===== src/tmr_pkg.sv =====
// ==========================================
// timer package
package tmr_pkg;
    localparam int TMR_ADDR_W = 5; // register address width
    localparam int TMR_DATA_W = 8; // register data width
    localparam int TMR_CNT_W = 16; // counter width
    localparam int TMR_NCH = 4; // channel count
    localparam int TMR_PSC_W = 7; // prescaler stages
    // ==========================================
    // register offsets
    localparam logic [4:0] OFS_STATUS = 5'h00;
    localparam logic [4:0] OFS_CNT_HI = 5'h01;
    localparam logic [4:0] OFS_CNT_LO = 5'h02;
    localparam logic [4:0] OFS_MOD_HI = 5'h03;
    localparam logic [4:0] OFS_MOD_LO = 5'h04;
    localparam logic [4:0] OFS_CH_BASE = 5'h05; // channel c control
    localparam logic [4:0] OFS_CH_STEP = 5'h03; // ctrl, cmp hi, cmp lo
    // ==========================================
    // status/control bits
    localparam int B_WRAP_FLAG = 7;
    localparam int B_WRAP_IE = 6;
    localparam int B_HALT = 5;
    localparam int B_CLEAR = 4;
    // channel control bits
    localparam int B_CH_FLAG = 7;
    localparam int B_CH_IE = 6;
    localparam int B_BUF = 5;
    localparam int B_SINGLE = 4;
    localparam int B_ELS = 2; // two bits, 3:2
    localparam int B_TOGGLE = 1;
    localparam int B_FULL = 0;
    // ==========================================
    // codes and reset values
    localparam logic [2:0] DIV_EXT = 3'h7;
    localparam logic [1:0] ELS_PORT = 2'h0;
    localparam logic [1:0] ELS_TOGGLE = 2'h1;
    localparam logic [1:0] ELS_CLEAR = 2'h2;
    localparam logic [1:0] ELS_SET = 2'h3;
    localparam logic RST_HALT = 1'b1;
    localparam logic [2:0] RST_DIV = 3'h0;
    localparam logic [15:0] RST_MOD = 16'hFFFF;
    localparam logic [15:0] RST_CNT = 16'h0000;
    localparam logic [7:0] RST_CTL = 8'h00;
    localparam logic RST_OUT = 1'b1;
endpackage : tmr_pkg


===== src/tmr_four_channel.sv =====
// ==========================================
// four channel timer
//
// The strobed register port and the register offsets were chosen for this implementation.
module tmr_four_channel (
    input wire logic i_clk,
    input wire logic i_sys_rst,
    input wire logic [tmr_pkg::TMR_ADDR_W-1:0] i_addr,
    input wire logic [tmr_pkg::TMR_DATA_W-1:0] i_wdata,
    input wire logic i_wr,
    input wire logic i_rd,
    output logic [tmr_pkg::TMR_DATA_W-1:0] o_rdata,
    input wire logic i_wait_mode,
    input wire logic i_break_active,
    input wire logic i_break_flag_clear_enable,
    input wire logic i_ext_clk_pin,
    input wire logic i_port_d6_dir,
    input wire logic i_port_d6_out,
    output logic o_ext_clk_out,
    output logic o_ext_clk_oe,
    input wire logic [tmr_pkg::TMR_NCH-1:0] i_chan_pin,
    input wire logic [tmr_pkg::TMR_NCH-1:0] i_port_chan_dir,
    input wire logic [tmr_pkg::TMR_NCH-1:0] i_port_chan_out,
    output logic [tmr_pkg::TMR_NCH-1:0] o_chan_out,
    output logic [tmr_pkg::TMR_NCH-1:0] o_chan_oe,
    output logic o_irq
);
    import tmr_pkg::*;

    // ==========================================
    // flag step: read arms, write zero clears, set wins
    function automatic logic [1:0] flag_step(input logic flag, input logic arm,
        input logic rd_hit, input logic wr_hit, input logic wbit,
        input logic set, input logic allow);
        logic f;
        logic a;
        f = flag;
        a = arm;
        if (rd_hit && flag && allow) begin
            a = 1'b1;
        end
        if (wr_hit && !wbit && arm && allow) begin
            f = 1'b0;
            a = 1'b0;
        end
        if (set) begin // new event voids a pending clear
            f = 1'b1;
            a = 1'b0;
        end
        return {f, a};
    endfunction : flag_step

    // ==========================================
    // bus qualifiers
    logic wr; // write accepted
    logic rd; // read accepted
    logic allow; // flag clearing permitted
    assign wr = i_wr & ~i_wait_mode;
    assign rd = i_rd & ~i_wait_mode;
    assign allow = ~i_break_active | i_break_flag_clear_enable;

    // ==========================================
    // pin synchronisers, first stage feeds only the second
    logic [1:0] ext_sync_ff;
    logic ext_prev_ff;
    logic [TMR_NCH-1:0] ch_s1_ff;
    logic [TMR_NCH-1:0] ch_s2_ff;
    logic [TMR_NCH-1:0] ch_prev_ff;
    always_ff @(posedge i_clk or posedge i_sys_rst) begin
        if (i_sys_rst) begin
            ext_sync_ff <= 2'h0;
            ext_prev_ff <= 1'b0;
            ch_s1_ff <= '0;
            ch_s2_ff <= '0;
            ch_prev_ff <= '0;
        end else begin
            ext_sync_ff <= {ext_sync_ff[0], i_ext_clk_pin};
            ext_prev_ff <= ext_sync_ff[1];
            ch_s1_ff <= i_chan_pin;
            ch_s2_ff <= ch_s1_ff;
            ch_prev_ff <= ch_s2_ff;
        end
    end

    // ==========================================
    // status/control and counter state
    logic wrap_flag_ff, nxt_wrap_flag;
    logic wrap_arm_ff, nxt_wrap_arm;
    logic wrap_ie_ff, nxt_wrap_ie;
    logic halt_ff, nxt_halt;
    logic [2:0] div_ff, nxt_div;
    logic [15:0] mod_ff, nxt_mod;
    logic [15:0] cnt_ff, nxt_cnt;
    logic [TMR_PSC_W-1:0] psc_ff, nxt_psc;
    logic [TMR_PSC_W-1:0] mask; // prescaler tap mask
    logic tick; // selected count clock tick
    logic adv; // counter steps this cycle
    logic wrap_ev; // modulo match rollover
    logic clr_req; // write of the clear bit
    logic wr_st; // write to status
    logic [1:0] wstep;

    // counter, prescaler, status next values
    always_comb begin
        wr_st = wr && (i_addr == OFS_STATUS);
        clr_req = wr_st && i_wdata[B_CLEAR];
        mask = TMR_PSC_W'((8'h01 << div_ff) - 8'h01);
        if (div_ff == DIV_EXT) begin
            tick = ext_sync_ff[1] & ~ext_prev_ff;
        end else begin
            tick = ((psc_ff & mask) == mask);
        end
        adv = tick && !halt_ff && !i_break_active;
        wrap_ev = adv && (cnt_ff == mod_ff);
        nxt_psc = clr_req ? '0 : psc_ff + 1'b1;
        nxt_cnt = cnt_ff;
        if (clr_req) begin
            nxt_cnt = RST_CNT;
        end else if (adv) begin
            nxt_cnt = wrap_ev ? RST_CNT : cnt_ff + 16'h0001;
        end
        nxt_wrap_ie = wrap_ie_ff;
        nxt_halt = halt_ff;
        nxt_div = div_ff;
        if (wr_st) begin // clear bit is write-only
            nxt_wrap_ie = i_wdata[B_WRAP_IE];
            nxt_halt = i_wdata[B_HALT];
            nxt_div = i_wdata[2:0];
        end
        nxt_mod = mod_ff;
        if (wr && i_addr == OFS_MOD_HI) begin
            nxt_mod[15:8] = i_wdata;
        end
        if (wr && i_addr == OFS_MOD_LO) begin
            nxt_mod[7:0] = i_wdata;
        end
        wstep = flag_step(wrap_flag_ff, wrap_arm_ff, rd && (i_addr == OFS_STATUS),
            wr_st, i_wdata[B_WRAP_FLAG], wrap_ev, allow);
        nxt_wrap_flag = wstep[1];
        nxt_wrap_arm = wstep[0];
    end

    // register status and counter
    always_ff @(posedge i_clk or posedge i_sys_rst) begin
        if (i_sys_rst) begin
            wrap_flag_ff <= 1'b0;
            wrap_arm_ff <= 1'b0;
            wrap_ie_ff <= 1'b0;
            halt_ff <= RST_HALT;
            div_ff <= RST_DIV;
            mod_ff <= RST_MOD;
            cnt_ff <= RST_CNT;
            psc_ff <= '0;
        end else begin
            wrap_flag_ff <= nxt_wrap_flag;
            wrap_arm_ff <= nxt_wrap_arm;
            wrap_ie_ff <= nxt_wrap_ie;
            halt_ff <= nxt_halt;
            div_ff <= nxt_div;
            mod_ff <= nxt_mod;
            cnt_ff <= nxt_cnt;
            psc_ff <= nxt_psc;
        end
    end

    // external clock pin: port pin unless selected
    assign o_ext_clk_oe = (div_ff == DIV_EXT) ? 1'b0 : i_port_d6_dir;
    assign o_ext_clk_out = i_port_d6_out;

    // ==========================================
    // channel state
    logic [7:0] ctl_ff [TMR_NCH];
    logic [15:0] cmp_ff [TMR_NCH];
    logic [TMR_NCH-1:0] chf_ff;
    logic [TMR_NCH-1:0] charm_ff;
    logic [TMR_NCH-1:0] out_ff;
    logic [TMR_NCH-1:0] dis; // odd channel swallowed by its pair
    logic [TMR_NCH-1:0] ch_irq;
    logic [1:0] pair_on; // buffered pair active
    logic [1:0] sel_ff; // pair uses odd channel compare
    logic [1:0] last_ff; // compare set written last

    genvar c;
    generate
        for (c = 0; c < TMR_NCH; c++) begin : g_ch
            localparam logic [4:0] A_CTL = 5'(OFS_CH_BASE + c * OFS_CH_STEP);
            localparam logic [4:0] A_HI = 5'(A_CTL + 1);
            localparam logic [4:0] A_LO = 5'(A_CTL + 2);
            localparam int P = c / 2;
            logic [7:0] nxt_ctl;
            logic [15:0] nxt_cmp;
            logic nxt_out;
            logic [1:0] fstep;
            logic [1:0] els;
            logic bufm, outm, capm, cap_ev, cmp_ev;
            logic [15:0] cmp_eff;

            // pair link: even channel owns, odd one idles
            if (c % 2 == 0) begin : g_even
                assign pair_on[P] = ctl_ff[c][B_BUF];
                assign dis[c] = 1'b0;
                assign cmp_eff = sel_ff[P] ? cmp_ff[c+1] : cmp_ff[c];
                assign bufm = ctl_ff[c][B_BUF];
                // pair switch happens only at wrap, avoiding a torn period
                always_ff @(posedge i_clk or posedge i_sys_rst) begin
                    if (i_sys_rst) begin
                        sel_ff[P] <= 1'b0;
                        last_ff[P] <= 1'b0;
                    end else begin
                        if (!pair_on[P]) begin
                            sel_ff[P] <= 1'b0;
                            last_ff[P] <= 1'b0;
                        end else begin
                            if (wr && (i_addr == A_HI || i_addr == A_LO)) begin
                                last_ff[P] <= 1'b0;
                            end else if (wr && (i_addr == 5'(A_HI + OFS_CH_STEP)
                                || i_addr == 5'(A_LO + OFS_CH_STEP))) begin
                                last_ff[P] <= 1'b1;
                            end
                            if (wrap_ev) begin
                                sel_ff[P] <= last_ff[P];
                            end
                        end
                    end
                end
            end else begin : g_odd
                assign dis[c] = pair_on[P];
                assign cmp_eff = cmp_ff[c];
                assign bufm = 1'b0;
            end

            // mode decode and next values
            always_comb begin
                els = ctl_ff[c][B_ELS+1:B_ELS];
                outm = !dis[c] && els != ELS_PORT && (bufm || ctl_ff[c][B_SINGLE]);
                capm = !dis[c] && els != ELS_PORT && !bufm && !ctl_ff[c][B_SINGLE];
                cap_ev = capm && ((els[0] && ch_s2_ff[c] && !ch_prev_ff[c])
                    || (els[1] && !ch_s2_ff[c] && ch_prev_ff[c]));
                cmp_ev = outm && adv && !clr_req && (nxt_cnt == cmp_eff);
                nxt_ctl = ctl_ff[c];
                if (wr && !dis[c] && i_addr == A_CTL) begin
                    nxt_ctl = i_wdata;
                    nxt_ctl[B_CH_FLAG] = 1'b0; // flag lives apart
                    if (c % 2 == 1) begin
                        nxt_ctl[B_BUF] = 1'b0; // odd channels have no pair bit
                    end
                end
                nxt_cmp = cmp_ff[c];
                if (cap_ev) begin // capture beats a coincident write
                    nxt_cmp = cnt_ff;
                end else if (wr && i_addr == A_HI) begin
                    nxt_cmp[15:8] = i_wdata;
                end else if (wr && i_addr == A_LO) begin
                    nxt_cmp[7:0] = i_wdata;
                end
                nxt_out = out_ff[c];
                if (els == ELS_PORT) begin // preset level, single mode 1 = low
                    nxt_out = !ctl_ff[c][B_SINGLE];
                end else if (outm) begin
                    if (ctl_ff[c][B_TOGGLE] && wrap_ev) begin
                        nxt_out = !out_ff[c];
                    end else if (cmp_ev) begin
                        case (els)
                            ELS_TOGGLE: nxt_out = !out_ff[c];
                            ELS_CLEAR: nxt_out = 1'b0;
                            ELS_SET: nxt_out = 1'b1;
                            default: nxt_out = out_ff[c];
                        endcase
                    end
                    if (ctl_ff[c][B_FULL] && !ctl_ff[c][B_TOGGLE]) begin
                        nxt_out = 1'b1;
                    end
                end
                fstep = flag_step(chf_ff[c], charm_ff[c], rd && !dis[c] && i_addr == A_CTL,
                    wr && !dis[c] && i_addr == A_CTL, i_wdata[B_CH_FLAG],
                    cap_ev || cmp_ev, allow);
            end

            // register channel state
            always_ff @(posedge i_clk or posedge i_sys_rst) begin
                if (i_sys_rst) begin
                    ctl_ff[c] <= RST_CTL;
                    cmp_ff[c] <= RST_CNT;
                    chf_ff[c] <= 1'b0;
                    charm_ff[c] <= 1'b0;
                    out_ff[c] <= RST_OUT;
                end else begin
                    ctl_ff[c] <= nxt_ctl;
                    cmp_ff[c] <= nxt_cmp;
                    chf_ff[c] <= fstep[1];
                    charm_ff[c] <= fstep[0];
                    out_ff[c] <= nxt_out;
                end
            end

            // pin: timer drives in compare modes, capture makes it an input, else port owns it
            assign o_chan_oe[c] = outm ? 1'b1 : (capm ? 1'b0 : i_port_chan_dir[c]);
            assign o_chan_out[c] = outm ? out_ff[c] : i_port_chan_out[c];
            assign ch_irq[c] = chf_ff[c] && ctl_ff[c][B_CH_IE] && !dis[c];
        end
    endgenerate

    // ==========================================
    // interrupt request, live in wait so it can wake the core
    assign o_irq = (wrap_flag_ff && wrap_ie_ff) || (|ch_irq);

    // ==========================================
    // read mux, clear bit always reads zero
    logic [7:0] rsel, nxt_rdata, rdata_ff;
    always_comb begin
        rsel = 8'h00;
        case (i_addr)
            OFS_STATUS: rsel = {wrap_flag_ff, wrap_ie_ff, halt_ff, 2'b00, div_ff};
            OFS_CNT_HI: rsel = cnt_ff[15:8];
            OFS_CNT_LO: rsel = cnt_ff[7:0];
            OFS_MOD_HI: rsel = mod_ff[15:8];
            OFS_MOD_LO: rsel = mod_ff[7:0];
            default: rsel = 8'h00;
        endcase
        for (int k = 0; k < TMR_NCH; k++) begin
            if (!dis[k] && i_addr == 5'(OFS_CH_BASE + k * OFS_CH_STEP)) begin
                rsel = ctl_ff[k];
                rsel[B_CH_FLAG] = chf_ff[k];
            end else if (i_addr == 5'(OFS_CH_BASE + k * OFS_CH_STEP + 1)) begin
                rsel = cmp_ff[k][15:8];
            end else if (i_addr == 5'(OFS_CH_BASE + k * OFS_CH_STEP + 2)) begin
                rsel = cmp_ff[k][7:0];
            end
        end
        nxt_rdata = rd ? rsel : 8'h00;
    end

    // read data valid only in the cycle after the strobe
    always_ff @(posedge i_clk or posedge i_sys_rst) begin
        if (i_sys_rst) begin
            rdata_ff <= 8'h00;
        end else begin
            rdata_ff <= nxt_rdata;
        end
    end
    assign o_rdata = rdata_ff;
endmodule : tmr_four_channel


===== config.mk =====
export PLATFORM = sky130hd
export DESIGN_NAME = tmr_four_channel
export DESIGN_NICKNAME = d
export VERILOG_FILES = /design/src/tmr_pkg.sv /design/src/tmr_four_channel.sv
export SDC_FILE = /design/constraint.sdc
export NUM_CORES = 1
export LEC_CHECK = 0
export BUFFER_PORTS_ARGS = -buffer_cell sky130_fd_sc_hd__buf_2
export CORE_MARGIN = 2
export CORE_UTILIZATION = 40
export DETAILED_ROUTE_END_ITERATION = 10
export GPL_TIMING_DRIVEN = 0
export HOLD_SLACK_MARGIN = 0.08
export SYNTH_ARGS = -nofsm -noshare
export SYNTH_HDL_FRONTEND = slang
export SYNTH_SLANG_ARGS = --single-unit

===== constraint.sdc =====
create_clock -name i_clk -period 5 [get_ports i_clk]
set_clock_uncertainty 0.15 [all_clocks]
set_input_delay 0.25 -clock i_clk [delete_from_list [all_inputs] [get_ports i_clk]]
set_output_delay 0.25 -clock i_clk [all_outputs]
set_load 0.005 [all_outputs]

# Word level (Yosys, flattened, before mapping)

Index checks and enable logic that the tools add are counted.

Memory bits (read-only): 0
Memory bits (writable): 0
Input port bits: 35
Word-level logic and storage cells: 414
Bits in registers: 175
Output and inout port bits: 19
Memories kept: 0
Bits in latches: 0

Add/sub/neg operators: 3
Shift-type cells: 1
Multiply operators: 0
Bitwise gates (word level): 8
Muxes and demuxes: 109
Divide/modulo/power cells: 0
Reduce and logical (&&, ||, !) cells: 207
Order comparisons: 0
Equality and inequality tests: 43

Operator list:

| kind                    | number |
|---|---|
| $mux W8                 | 25 |
| $mux W16                | 9 |
| $logic_and A1 B1 Y1     | 118 |
| $eq A16 B16 Y1          | 5 |
| $mux W1                 | 69 |
| $reduce_bool A2 Y1      | 21 |
| $eq A5 B4 Y1 const B    | 8 |
| $pmux W8 S5             | 1 |
| $logic_not A1 Y1        | 26 |
| $reduce_bool A6 Y1      | 4 |
| $eq A5 B3 Y1 const B    | 4 |
| $add A16 B1 Y16 const B | 1 |
| $eq A2 B2 Y1 const B    | 8 |
| $reduce_bool A4 Y1      | 4 |
| $logic_or A1 B1 Y1      | 15 |
| $reduce_bool A3 Y1      | 5 |
| $ne A2 B2 Y1 const B    | 6 |
| $pmux W1 S3             | 4 |
| $reduce_and A3 Y1       | 4 |
| $eq A5 B2 Y1 const B    | 2 |
| $eq A2 B1 Y1 const B    | 4 |
| $logic_not A2 Y1        | 4 |
| $reduce_and A2 Y1       | 4 |
| $add A7 B1 Y7 const B   | 1 |
| 14 further kinds        | 19 |

# Longest topological paths before layout

Gate-level depths: netlist of the first run.

Depth in word-level cells: 18
Mapped depth: 13
Gate-level depth less buffers: 11

# Least setup slack after synthesis of the first run

No wires, ideal clock.

Path kind: flip-flop to flip-flop
Start point: register div_ff[2]
End point: register out_ff[0]
Buffers on the path: 1
Setup time: 0.077 ns
Period minus slack after synthesis: 3.197 ns
Slack: 1.803 ns
Stages on the path, launching flop included: 12
Arrival time: 2.969 ns
Data required time: 4.773 ns
Path through: dfrtp_1 -> and2b_4 -> o221a_4 -> o31a_4 -> buf_4 -> a21oi_1 -> nor3_4 -> xnor2_1 -> or4b_1 -> nor4b_2 -> a21oi_1 -> a31oi_1

Word-level cells in the longest chain between the ends: 15
Elaborated cells between the ends (all ways): 24
Those cells by class: add/sub (1); eq/ne (3); shift (1); mux (8); bitwise (1); reduce/logical (10)

RTL lines:

| item                                  | line                    | RTL |
|---|---|---|
| start, declared                       | tmr_four_channel.sv:91  | `logic [2:0] div_ff, nxt_div;` |
| start signal, assigned                | tmr_four_channel.sv:159 | `div_ff <= nxt_div;` |
| $shl A1 B3 Y7                         | tmr_four_channel.sv:107 | `mask = TMR_PSC_W'((8'h01 << div_ff) - 8'h01);` |
| $sub A7 B1 Y7                         | tmr_four_channel.sv:107 |  |
| $and A7 B7 Y7                         | tmr_four_channel.sv:111 | `tick = ((psc_ff & mask) == mask);` |
| $eq A7 B7 Y1                          | tmr_four_channel.sv:111 |  |
| $mux W1 (*)                           | tmr_four_channel.sv:108 | `if (div_ff == DIV_EXT) begin` |
| $logic_and A1 B1 Y1 (*) (2 in series) | tmr_four_channel.sv:113 | `adv = tick && !halt_ff && !i_break_active;` |
| $logic_and A1 B1 Y1                   | tmr_four_channel.sv:114 | `wrap_ev = adv && (cnt_ff == mod_ff);` |
| $mux W16                              | tmr_four_channel.sv:120 | `nxt_cnt = wrap_ev ? RST_CNT : cnt_ff + 16'h0001;` |
| $mux W16 (*)                          | tmr_four_channel.sv:119 | `end else if (adv) begin` |
| $mux W16 (*)                          | tmr_four_channel.sv:117 | `if (clr_req) begin` |
| via nxt_cnt[5]                        | tmr_four_channel.sv:93  | `logic [15:0] cnt_ff, nxt_cnt;` |
| $eq A16 B16 Y1 (*)                    | tmr_four_channel.sv:239 | `cmp_ev = outm && adv && !clr_req && (nxt_cnt == cmp_eff);` |
| $logic_and A1 B1 Y1 (*)               | tmr_four_channel.sv:239 |  |
| $reduce_bool A4 Y1 (no line) (*)      | n/a                     |  |
| $reduce_and A3 Y1 (no line) (*)       | n/a                     |  |
| end signal, assigned by index         | tmr_four_channel.sv:292 | `out_ff[c] <= nxt_out;` |
| end, declared                         | tmr_four_channel.sv:176 | `logic [TMR_NCH-1:0] out_ff;` |

Mark *: on every way through the listed nets, which the timed path passes. The rest lies on a longest branch. The select of a mux whose other input is x is not followed.
A chain may end at the register's enable or synchronous reset.

# Worst setup path after layout of the first run

Start point: input i_wait_mode
End point: register out_ff[2]

Word-level cells in the longest chain between the ends: 9
Elaborated cells between the ends (all ways): 11
Those cells by class: eq/ne (1); mux (1); bitwise (2); reduce/logical (7)

RTL lines:

| item                                                  | line                                             | RTL |
|---|---|---|
| start, declared                                       | tmr_four_channel.sv:13                           | `input wire logic i_wait_mode,` |
| $not A1 Y1 (*)                                        | tmr_four_channel.sv:58                           | `assign wr = i_wr & ~i_wait_mode;` |
| $and A1 B1 Y1 (*)                                     | tmr_four_channel.sv:58                           |  |
| $logic_and A1 B1 Y1 (*)                               | tmr_four_channel.sv:105                          | `wr_st = wr && (i_addr == OFS_STATUS);` |
| $logic_and A1 B1 Y1 (*)                               | tmr_four_channel.sv:106                          | `clr_req = wr_st && i_wdata[B_CLEAR];` |
| $mux W16 or $logic_not A1 Y1 (tied branches)          | tmr_four_channel.sv:117, tmr_four_channel.sv:239 |  |
| $eq A16 B16 Y1 or $logic_and A1 B1 Y1 (tied branches) | tmr_four_channel.sv:239                          |  |
| $logic_and A1 B1 Y1 (*)                               | tmr_four_channel.sv:239                          |  |
| $reduce_bool A4 Y1 (no line) (*)                      | n/a                                              |  |
| $reduce_and A3 Y1 (no line) (*)                       | n/a                                              |  |

Every way passes the cells marked *; elsewhere a longest branch is shown, timed or not.

==> results of run 1 <==
## sequential cells by signal, summed over array words and instances (netlist names), 6 cells and up
name / cells
o_rdata: 8
ctl_ff: 26
mod_ff: 16
cmp_ff: 32
g_ch.cmp_eff: 32
cnt_ff: 16
psc_ff: 6
## power breakdown
part | switching (uW) | leakage [uW] | internal, uW
clock network | 689 | 0.000288 | 671
logic | 1110 | 0.00301 | 741
registers | 638 | 0.00214 | 1760
## worst paths after layout
| path | cells past startpoint | slack [ps] | startpoint | to |
|---|---|---|---|---|
| setup / recovery | 13 | 140 | i_wait_mode | out_ff[2]$_DFFE_PP1P_ |
| hold / removal | 0 | 200 | ch_s1_ff[2]$_DFF_PP0_ | ch_s2_ff[2]$_DFF_PP0_ |
| setup reg to reg | 12 | 350 | cnt_ff[0]$_DFF_PP0_ | out_ff[0]$_DFFE_PP1P_ |
| hold reg to reg | 0 | 200 | ch_s1_ff[2]$_DFF_PP0_ | ch_s2_ff[2]$_DFF_PP0_ |
| max in group asynchronous | 6 | 3400 | i_sys_rst | out_ff[2]$_DFFE_PP1P_ |
| min in group asynchronous | 3 | 210 | i_sys_rst | cnt_ff[15]$_DFF_PP0_ |
## per-layer routing
layer	GRT usage	up-vias	share of wire
met3	0.0976	141	0.12
met5	0	-	0
met4	0.151	0	0.047
met1	0.441	5498	0.40
met2	0.493	717	0.43
li1	-	4824	-
## cell usage in the layout, fill, tap and decap left out, drive strengths merged, types with 9 or more instances in the layout
cell type / instances
dfrtp: 153
nand2: 116
nor2: 108
mux2i: 101
a21oi: 87
buf: 82
o21ai: 80
clkbuf: 73
mux2: 51
nand3: 35
nor3: 30
nor4: 29
xor2: 23
a22oi: 21
dfstp: 21
inv: 20
xnor2: 19
a31oi: 19
dlygate4sd3: 16
and3: 15
nand2b: 14
nand4: 14
and2: 13
or3: 12
a221oi: 10
nand3b: 9
and4: 9
clkinv: 9
## through the flow
step / area, sq um / std cells / util / power, uW
2_1_floorplan: 11400 / 1242 / - / 3330
3_3_place_gp: 12200 / 1669 / 0.434 / 4120
3_5_place_dp: 12300 / 1675 / 0.438 / 4150
4_1_cts: 13000 / 1723 / 0.465 / 5520
5_1_grt: 13000 / 1723 / 0.466 / 5810
6_report: 13000 / 1723 / 0.466 / 5600
## layout make-up
class                   instances  area share
clock buffers                  17      0.0326
inverters                      16     0.00489
plain buffers                  84      0.0277
flip-flops and latches        174       0.336
repair buffers                 71      0.0391
multi-input cells             968       0.511
well taps                     378      0.0362
clock inverters                15      0.0131
## repair_timing
| item | 4_1_cts | 5_1_grt |
|---|---|---|
| gates resized for setup | 0 | 4 |
| hold buffers | 16 | 0 |
| setup endpoints to repair | 0 | 3 |
| endpoints found under the hold margin | 75 | 0 |
## kinds of logic (layout without fill, tap and decap cells)
family | after synthesis | count (layout) | synth area share
and+or+nand+nor | 439 | 439 | 0.202
AOI/OAI and AO/OA | 329 | 329 | 0.200
DFF | 174 | 174 | 0.383
muxes | 152 | 152 | 0.139
buffers and inverters | 100 | 203 | 0.0363
xor gates and xnor gates | 45 | 45 | 0.0380
adders and majority gates | 3 | 3 | 0.00328
==> metrics.txt, run 1 <==
# TYPE chip_impl_metric gauge
chip_impl_metric{name="clock_latency",unit="ps"} 460
chip_impl_metric{name="gp_routability_congestion",unit=""} 1.00
chip_impl_metric{name="detailed_place_hpwl",unit="mm"} 36.6
chip_impl_info{name="cpLargestDelayFamily",value="buffers and inverters"} 1
chip_impl_metric{name="floorplan.core_area",unit="sq mm"} 0.0280
chip_impl_metric{name="final_nets",unit=""} 1370
chip_impl_metric{name="grt_util_all_layers",unit=""} 0.330
chip_impl_info{name="timing.hold.worst.class",value="flop to flop"} 1
chip_impl_info{name="timing.critical_path.cells",value="dlygate4sd3_1 -> buf_2 -> nor2b_1 -> clkbuf_1 -> nand4_1 -> o21ai_1 -> buf_2 -> buf_2 -> a21oi_1 -> o2bb2ai_1 -> o2111ai_1 -> o31a_1 -> a211oi_1"} 1
chip_impl_metric{name="num_rows",unit=""} 61
chip_impl_metric{name="post_cts.repair.setup_buffers",unit=""} 0
chip_impl_metric{name="ys_warn_count",unit=""} 0
chip_impl_info{name="cts-root-buf",value="sky130_fd_sc_hd__clkbuf_16"} 1
chip_impl_metric{name="grt_pass1_vias",unit=""} 10704
chip_impl_metric{name="post_synth_num_cell_types",unit=""} 102
chip_impl_info{name="synthTopCellsByArea",value="sky130_fd_sc_hd__dfrtp_1 (33%), sky130_fd_sc_hd__mux2i_1 (8.8%), sky130_fd_sc_hd__mux2_2 (5.0%)"} 1
chip_impl_metric{name="portBuffers",unit=""} 49
chip_impl_metric{name="worst_ep_required_time",unit="ps"} 5220
chip_impl_metric{name="overall_via_count_from_detail_route",unit=""} 11180
chip_impl_metric{name="cts.reportedPaths.clkPinSlew",unit="ps"} 70
chip_impl_metric{name="synth_area_per_cell",unit="sq um"} 9.21
chip_impl_metric{name="mappedNetlistArea",unit="sq mm"} 0.0114
chip_impl_metric{name="critPathMaxFanout",unit=""} 10
chip_impl_info{name="worst_setup_path_end_kind",value="flop"} 1
chip_impl_metric{name="maxCapViolations",unit=""} 0
chip_impl_metric{name="total_number_of_clock_tree_sinks",unit=""} 174
chip_impl_metric{name="initial_core_util",unit=""} 0.409
chip_impl_metric{name="final_critical_path_setup_slack",unit="ps"} 139
chip_impl_metric{name="design.portCount",unit=""} 54
chip_impl_metric{name="detail_route.wl_per_cell",unit="um"} 28.9
chip_impl_metric{name="die_outline_area",unit="sq mm"} 0.0300
chip_impl_metric{name="cp_slowest_stage_delay",unit="ps"} 770
chip_impl_info{name="cp_slowest_cell",value="sky130_fd_sc_hd__nand4_1"} 1
chip_impl_metric{name="numCtsBuffers",unit=""} 17
chip_impl_metric{name="finalCritPeriodShare",unit=""} 0.972
chip_impl_metric{name="power.density_cell_area",unit="mW/mm^2"} 429
chip_impl_metric{name="clock_path_buffers",unit=""} 2
chip_impl_metric{name="regArea",unit="sq mm"} 0.00438
chip_impl_metric{name="flow.area_growth_from_synthesis",unit="%"} 14.0
chip_impl_metric{name="drt_drc_violations_left",unit=""} 0
chip_impl_metric{name="slew_headroom",unit=""} 0.0966
chip_impl_metric{name="synth-async-reset-ratio",unit=""} 1.00
chip_impl_metric{name="grt_start_max_net_pins",unit=""} 39
chip_impl_metric{name="synth_enable_flop_cells",unit=""} 0
chip_impl_metric{name="syn_nets",unit=""} 1280
chip_impl_info{name="startpoint_type_of_the_worst_setup_path",value="input port"} 1
chip_impl_metric{name="fmax",unit="MHz"} 206
chip_impl_metric{name="tightest_slew",unit="ps"} 1340
chip_impl_metric{name="die_y",unit="um"} 173
chip_impl_metric{name="dr.first_iter.drc_count",unit=""} 1443
chip_impl_metric{name="static-leakage-power",unit="uW"} 0.00543
chip_impl_metric{name="antenna-diode-count",unit=""} 0
chip_impl_info{name="timing.setup.critical_path_class",value="input port to flop"} 1
chip_impl_metric{name="period_needed",unit="ps"} 4860
chip_impl_metric{name="global_route_wire_length_before_repair",unit="mm"} 72.4
chip_impl_metric{name="slew_viol_final",unit=""} 0
chip_impl_metric{name="synth-seq-area-share",unit=""} 0.383
chip_impl_metric{name="pre_cts_ws",unit="ps"} 228
chip_impl_metric{name="synth_cells",unit=""} 1242
chip_impl_metric{name="vdd.ir_drop.worst",unit="V"} 0.000242
chip_impl_info{name="synth_most_common_cell",value="sky130_fd_sc_hd__dfrtp_1"} 1
chip_impl_metric{name="vias_per_cell",unit=""} 6.49
chip_impl_metric{name="total_buffers_and_inverters_traversed_by_the_critical_path",unit=""} 5
chip_impl_info{name="cts_tree",value="built"} 1
chip_impl_metric{name="finalHoldWorstSlack",unit="ps"} 204
chip_impl_metric{name="critical_path_arrival",unit="ps"} 5080
chip_impl_metric{name="setup_tns",unit="ps"} 0
chip_impl_metric{name="drive_gt1_frac",unit=""} 0.170
chip_impl_metric{name="top_cell_type_s_share_of_synthesized_area",unit=""} 0.335
chip_impl_metric{name="filler_cell_count",unit=""} 2778
chip_impl_metric{name="multi_input_comb_area",unit="sq mm"} 0.00666
chip_impl_info{name="grt_setup_unrepaired",value="no"} 1
chip_impl_metric{name="ant_nets",unit=""} 0
chip_impl_info{name="synth-main-ff-cell",value="sky130_fd_sc_hd__dfrtp_1"} 1
chip_impl_metric{name="h-tree-depth",unit=""} 4
chip_impl_metric{name="die_w",unit="um"} 173
chip_impl_info{name="critPathMostFrequentCell",value="sky130_fd_sc_hd__buf_2"} 1
chip_impl_metric{name="detail_route.first_pass.iterations",unit=""} 6
chip_impl_metric{name="finalHoldViolCount",unit=""} 0
chip_impl_metric{name="ys_seq_elements",unit=""} 174
chip_impl_info{name="synth_common_cells",value="sky130_fd_sc_hd__dfrtp_1 (153), sky130_fd_sc_hd__nand2_1 (115), sky130_fd_sc_hd__nor2_1 (105)"} 1
chip_impl_info{name="netlist.top_cell.by_area",value="sky130_fd_sc_hd__dfrtp_1"} 1
chip_impl_metric{name="timing.final.setup_violations",unit=""} 0
chip_impl_metric{name="post_detailed_routing_wire_length",unit="mm"} 49.9
chip_impl_metric{name="antenna_found_initial",unit=""} 0
chip_impl_info{name="outcome",value="finished, final reports clean"} 1
chip_impl_metric{name="globalRouteOverflowTotal",unit=""} 0
No activity file was read; power rests on OpenSTA's default activity.
==> run 2, diff against run 1 <==
Clock period 5 ns to 4.7 ns, I/O delays scaled along.
==> metrics.txt, run 2 (synthesis gave the netlist of run 1 again) <==
# TYPE chip_impl_metric gauge
chip_impl_metric{name="detail_route.first_pass.iterations",unit=""} 6
chip_impl_metric{name="finalHoldViolCount",unit=""} 0
chip_impl_metric{name="power.density_cell_area",unit="mW/mm^2"} 455
chip_impl_metric{name="drt_drc_violations_left",unit=""} 0
chip_impl_metric{name="final-instance-count-excl-fill",unit=""} 1726
chip_impl_metric{name="h-tree-depth",unit=""} 4
chip_impl_info{name="most-common-layout-cells",value="sky130_fd_sc_hd__dfrtp_1 (153), sky130_fd_sc_hd__nand2_1 (115), sky130_fd_sc_hd__nor2_1 (105), sky130_fd_sc_hd__mux2i_1 (101), sky130_fd_sc_hd__a21oi_1 (83)"} 1
chip_impl_metric{name="clock_path_buffers",unit=""} 2
chip_impl_metric{name="tightest_slew",unit="ps"} 1350
chip_impl_info{name="layout_commonest_cell",value="sky130_fd_sc_hd__dfrtp_1"} 1
chip_impl_metric{name="num_rows",unit=""} 61
chip_impl_metric{name="rrSetupSlack",unit="ps"} 70
chip_impl_metric{name="clock_latency",unit="ps"} 460
chip_impl_metric{name="antenna-diode-count",unit=""} 0
chip_impl_info{name="grt_setup_unrepaired",value="no"} 1
chip_impl_metric{name="clockPowerShare",unit=""} 0.243
chip_impl_metric{name="power.net_switching",unit="uW"} 2580
chip_impl_metric{name="die_y",unit="um"} 173
chip_impl_metric{name="post_detailed_routing_wire_length",unit="mm"} 49.8
chip_impl_info{name="critical_r2r_launch",value="cnt_ff[8]$_DFF_PP0_"} 1
chip_impl_metric{name="period_needed",unit="ps"} 4630
chip_impl_metric{name="maxCapViolations",unit=""} 0
chip_impl_metric{name="dr.first_iter.drc_count",unit=""} 1506
chip_impl_metric{name="global_route_wire_length_before_repair",unit="mm"} 72.4
chip_impl_metric{name="initial_core_util",unit=""} 0.409
chip_impl_metric{name="total_number_of_clock_tree_sinks",unit=""} 174
chip_impl_metric{name="flow.area_growth_from_synthesis",unit="%"} 14.2
chip_impl_info{name="critical_path.reg2reg.endpoint",value="out_ff[2]$_DFFE_PP1P_"} 1
chip_impl_metric{name="stdcell_area",unit="sq mm"} 0.0131
chip_impl_metric{name="dpl.cell_count",unit=""} 1675
chip_impl_metric{name="drive_gt1_frac",unit=""} 0.174
chip_impl_metric{name="floorplan.core_area",unit="sq mm"} 0.0280
chip_impl_metric{name="cts.reportedPaths.clkPinSlew",unit="ps"} 70
chip_impl_info{name="timing.setup.critical_path_class",value="flop to flop"} 1
chip_impl_metric{name="vdd.ir_drop.worst",unit="V"} 0.000259
chip_impl_info{name="cts_tree",value="built"} 1
chip_impl_metric{name="worst_ep_required_time",unit="ps"} 4920
chip_impl_metric{name="fmax",unit="MHz"} 216
chip_impl_metric{name="die_w",unit="um"} 173
chip_impl_metric{name="numCtsBuffers",unit=""} 17
chip_impl_metric{name="die_outline_area",unit="sq mm"} 0.0300
chip_impl_metric{name="antenna_found_initial",unit=""} 0
chip_impl_metric{name="critPathMaxFanout",unit=""} 10
chip_impl_metric{name="ant_nets",unit=""} 0
chip_impl_metric{name="design.portCount",unit=""} 54
chip_impl_metric{name="power.share.combinational",unit=""} 0.330
chip_impl_metric{name="final_nets",unit=""} 1373
chip_impl_metric{name="detail_route.wl_per_cell",unit="um"} 28.8
chip_impl_metric{name="seqPwrFrac",unit=""} 0.427
chip_impl_metric{name="grt_util_all_layers",unit=""} 0.330
chip_impl_metric{name="dpl_cell_area",unit="sq mm"} 0.0123
chip_impl_metric{name="critical_path_arrival",unit="ps"} 4850
chip_impl_metric{name="vias_per_cell",unit=""} 6.49
chip_impl_metric{name="grt_start_max_net_pins",unit=""} 39
chip_impl_info{name="worst_setup_path_end_kind",value="flop"} 1
chip_impl_metric{name="r2r_cells",unit=""} 12
chip_impl_metric{name="gp_routability_congestion",unit=""} 1.00
chip_impl_metric{name="finalCritPeriodShare",unit=""} 0.985
chip_impl_metric{name="portBuffers",unit=""} 49
chip_impl_metric{name="slew_viol_final",unit=""} 0
chip_impl_info{name="startpoint_type_of_the_worst_setup_path",value="flop"} 1
chip_impl_metric{name="final_critical_path_setup_slack",unit="ps"} 71.3
chip_impl_metric{name="grt_pass1_vias",unit=""} 10704
chip_impl_metric{name="cell_internal_pwr",unit="uW"} 3370
chip_impl_info{name="timing.hold.worst.class",value="input port to asynchronous set/reset pin"} 1
chip_impl_metric{name="overall_via_count_from_detail_route",unit=""} 11196
chip_impl_metric{name="timing.final.setup_violations",unit=""} 0
chip_impl_metric{name="pre_cts_ws",unit="ps"} -72.3
chip_impl_info{name="cts-root-buf",value="sky130_fd_sc_hd__clkbuf_16"} 1
chip_impl_metric{name="detailed_place_hpwl",unit="mm"} 36.6
chip_impl_metric{name="sw_frac_of_total",unit=""} 0.434
chip_impl_metric{name="slew_headroom",unit=""} 0.0930
chip_impl_metric{name="globalRouteOverflowTotal",unit=""} 0
chip_impl_info{name="outcome",value="finished, final reports clean"} 1
chip_impl_metric{name="static-leakage-power",unit="uW"} 0.00545
==> run 2: routing by layer <==
metal	vias to the layer above	wire length, um	GRT usage
li1	4833	-	-
met1	5506	20100	0.441
met2	706	21500	0.493
met3	151	5660	0.0976
met4	0	2460	0.151
met5	-	0	0
==> run 2: what timing repair did <==
action	CTS	global route
endpoints found under the setup margin	3	4
resized for setup	1	4
pin swaps	0	1
setup buffers	0	3
hold buffers	16	0
endpoints found under the hold margin	82	0
==> run 2: worst max-delay path by stage <==
stage                     depth (start not counted)  slack (ps)                     to             startpoint
after floorplan                                  11        1500  out_ff[0]$_DFFE_PP1P_  div_ff[2]$_DFFE_PP0P_
after global placement                           12          40  out_ff[2]$_DFFE_PP1P_    cnt_ff[8]$_DFF_PP0_
after detailed placement                         12         -70  out_ff[2]$_DFFE_PP1P_    cnt_ff[0]$_DFF_PP0_
after CTS                                        12          10  out_ff[2]$_DFFE_PP1P_    cnt_ff[0]$_DFF_PP0_
after global routing                             12          30  out_ff[2]$_DFFE_PP1P_    cnt_ff[1]$_DFF_PP0_
final                                            12          70  out_ff[2]$_DFFE_PP1P_    cnt_ff[8]$_DFF_PP0_
==> run 2: layout make-up <==
type	count	area, sq um
Clock inverter	15	171
Clock buffer	17	425
Timing Repair Buffer	74	533
Multi-Input combinational cell	968	6670
Tap cell	378	473
Sequential cell	174	4380
Buffer	84	357
Inverter	16	63.8
Fill cell	2782	14900
==> run 2: through the flow <==
stage               TNS (ps)  hold slack [ps]  total power (uW)  utilization
finish                     0              193              5950        0.467
detailed placement     -93.4              134              4420        0.438
CTS                        0              201              5870        0.465
floorplan                  0              116              3540            -
global route               0              211              6180        0.467
global placement           0              183              4390        0.434
==> run 2: critical path, cell delays in order, from the launching register on <==
cell                        delay [ps]
sky130_fd_sc_hd__dfrtp_1           320
sky130_fd_sc_hd__buf_2             390
sky130_fd_sc_hd__xor2_1            140
sky130_fd_sc_hd__nor4_2            550
sky130_fd_sc_hd__and4_1            310
sky130_fd_sc_hd__buf_2             270
sky130_fd_sc_hd__nor2_1            170
sky130_fd_sc_hd__a32oi_1           770
sky130_fd_sc_hd__xor2_1            150
sky130_fd_sc_hd__nor4_1            390
sky130_fd_sc_hd__o2111ai_1         360
sky130_fd_sc_hd__o31a_1            380
sky130_fd_sc_hd__a211oi_1          200
==> run 2: power by group through the flow <==
| stage | registers [uW] | logic, uW | clock network [uW] |
|---|---|---|---|
| 6_report | 2540 | 1960 | 1450 |
| 5_1_grt | 2550 | 2110 | 1520 |
| 2_1_floorplan | 2180 | 1360 | 0 |
| 3_5_place_dp | 2530 | 1890 | 0 |
| 3_3_place_gp | 2530 | 1860 | 0 |
| 4_1_cts | 2500 | 1900 | 1460 |
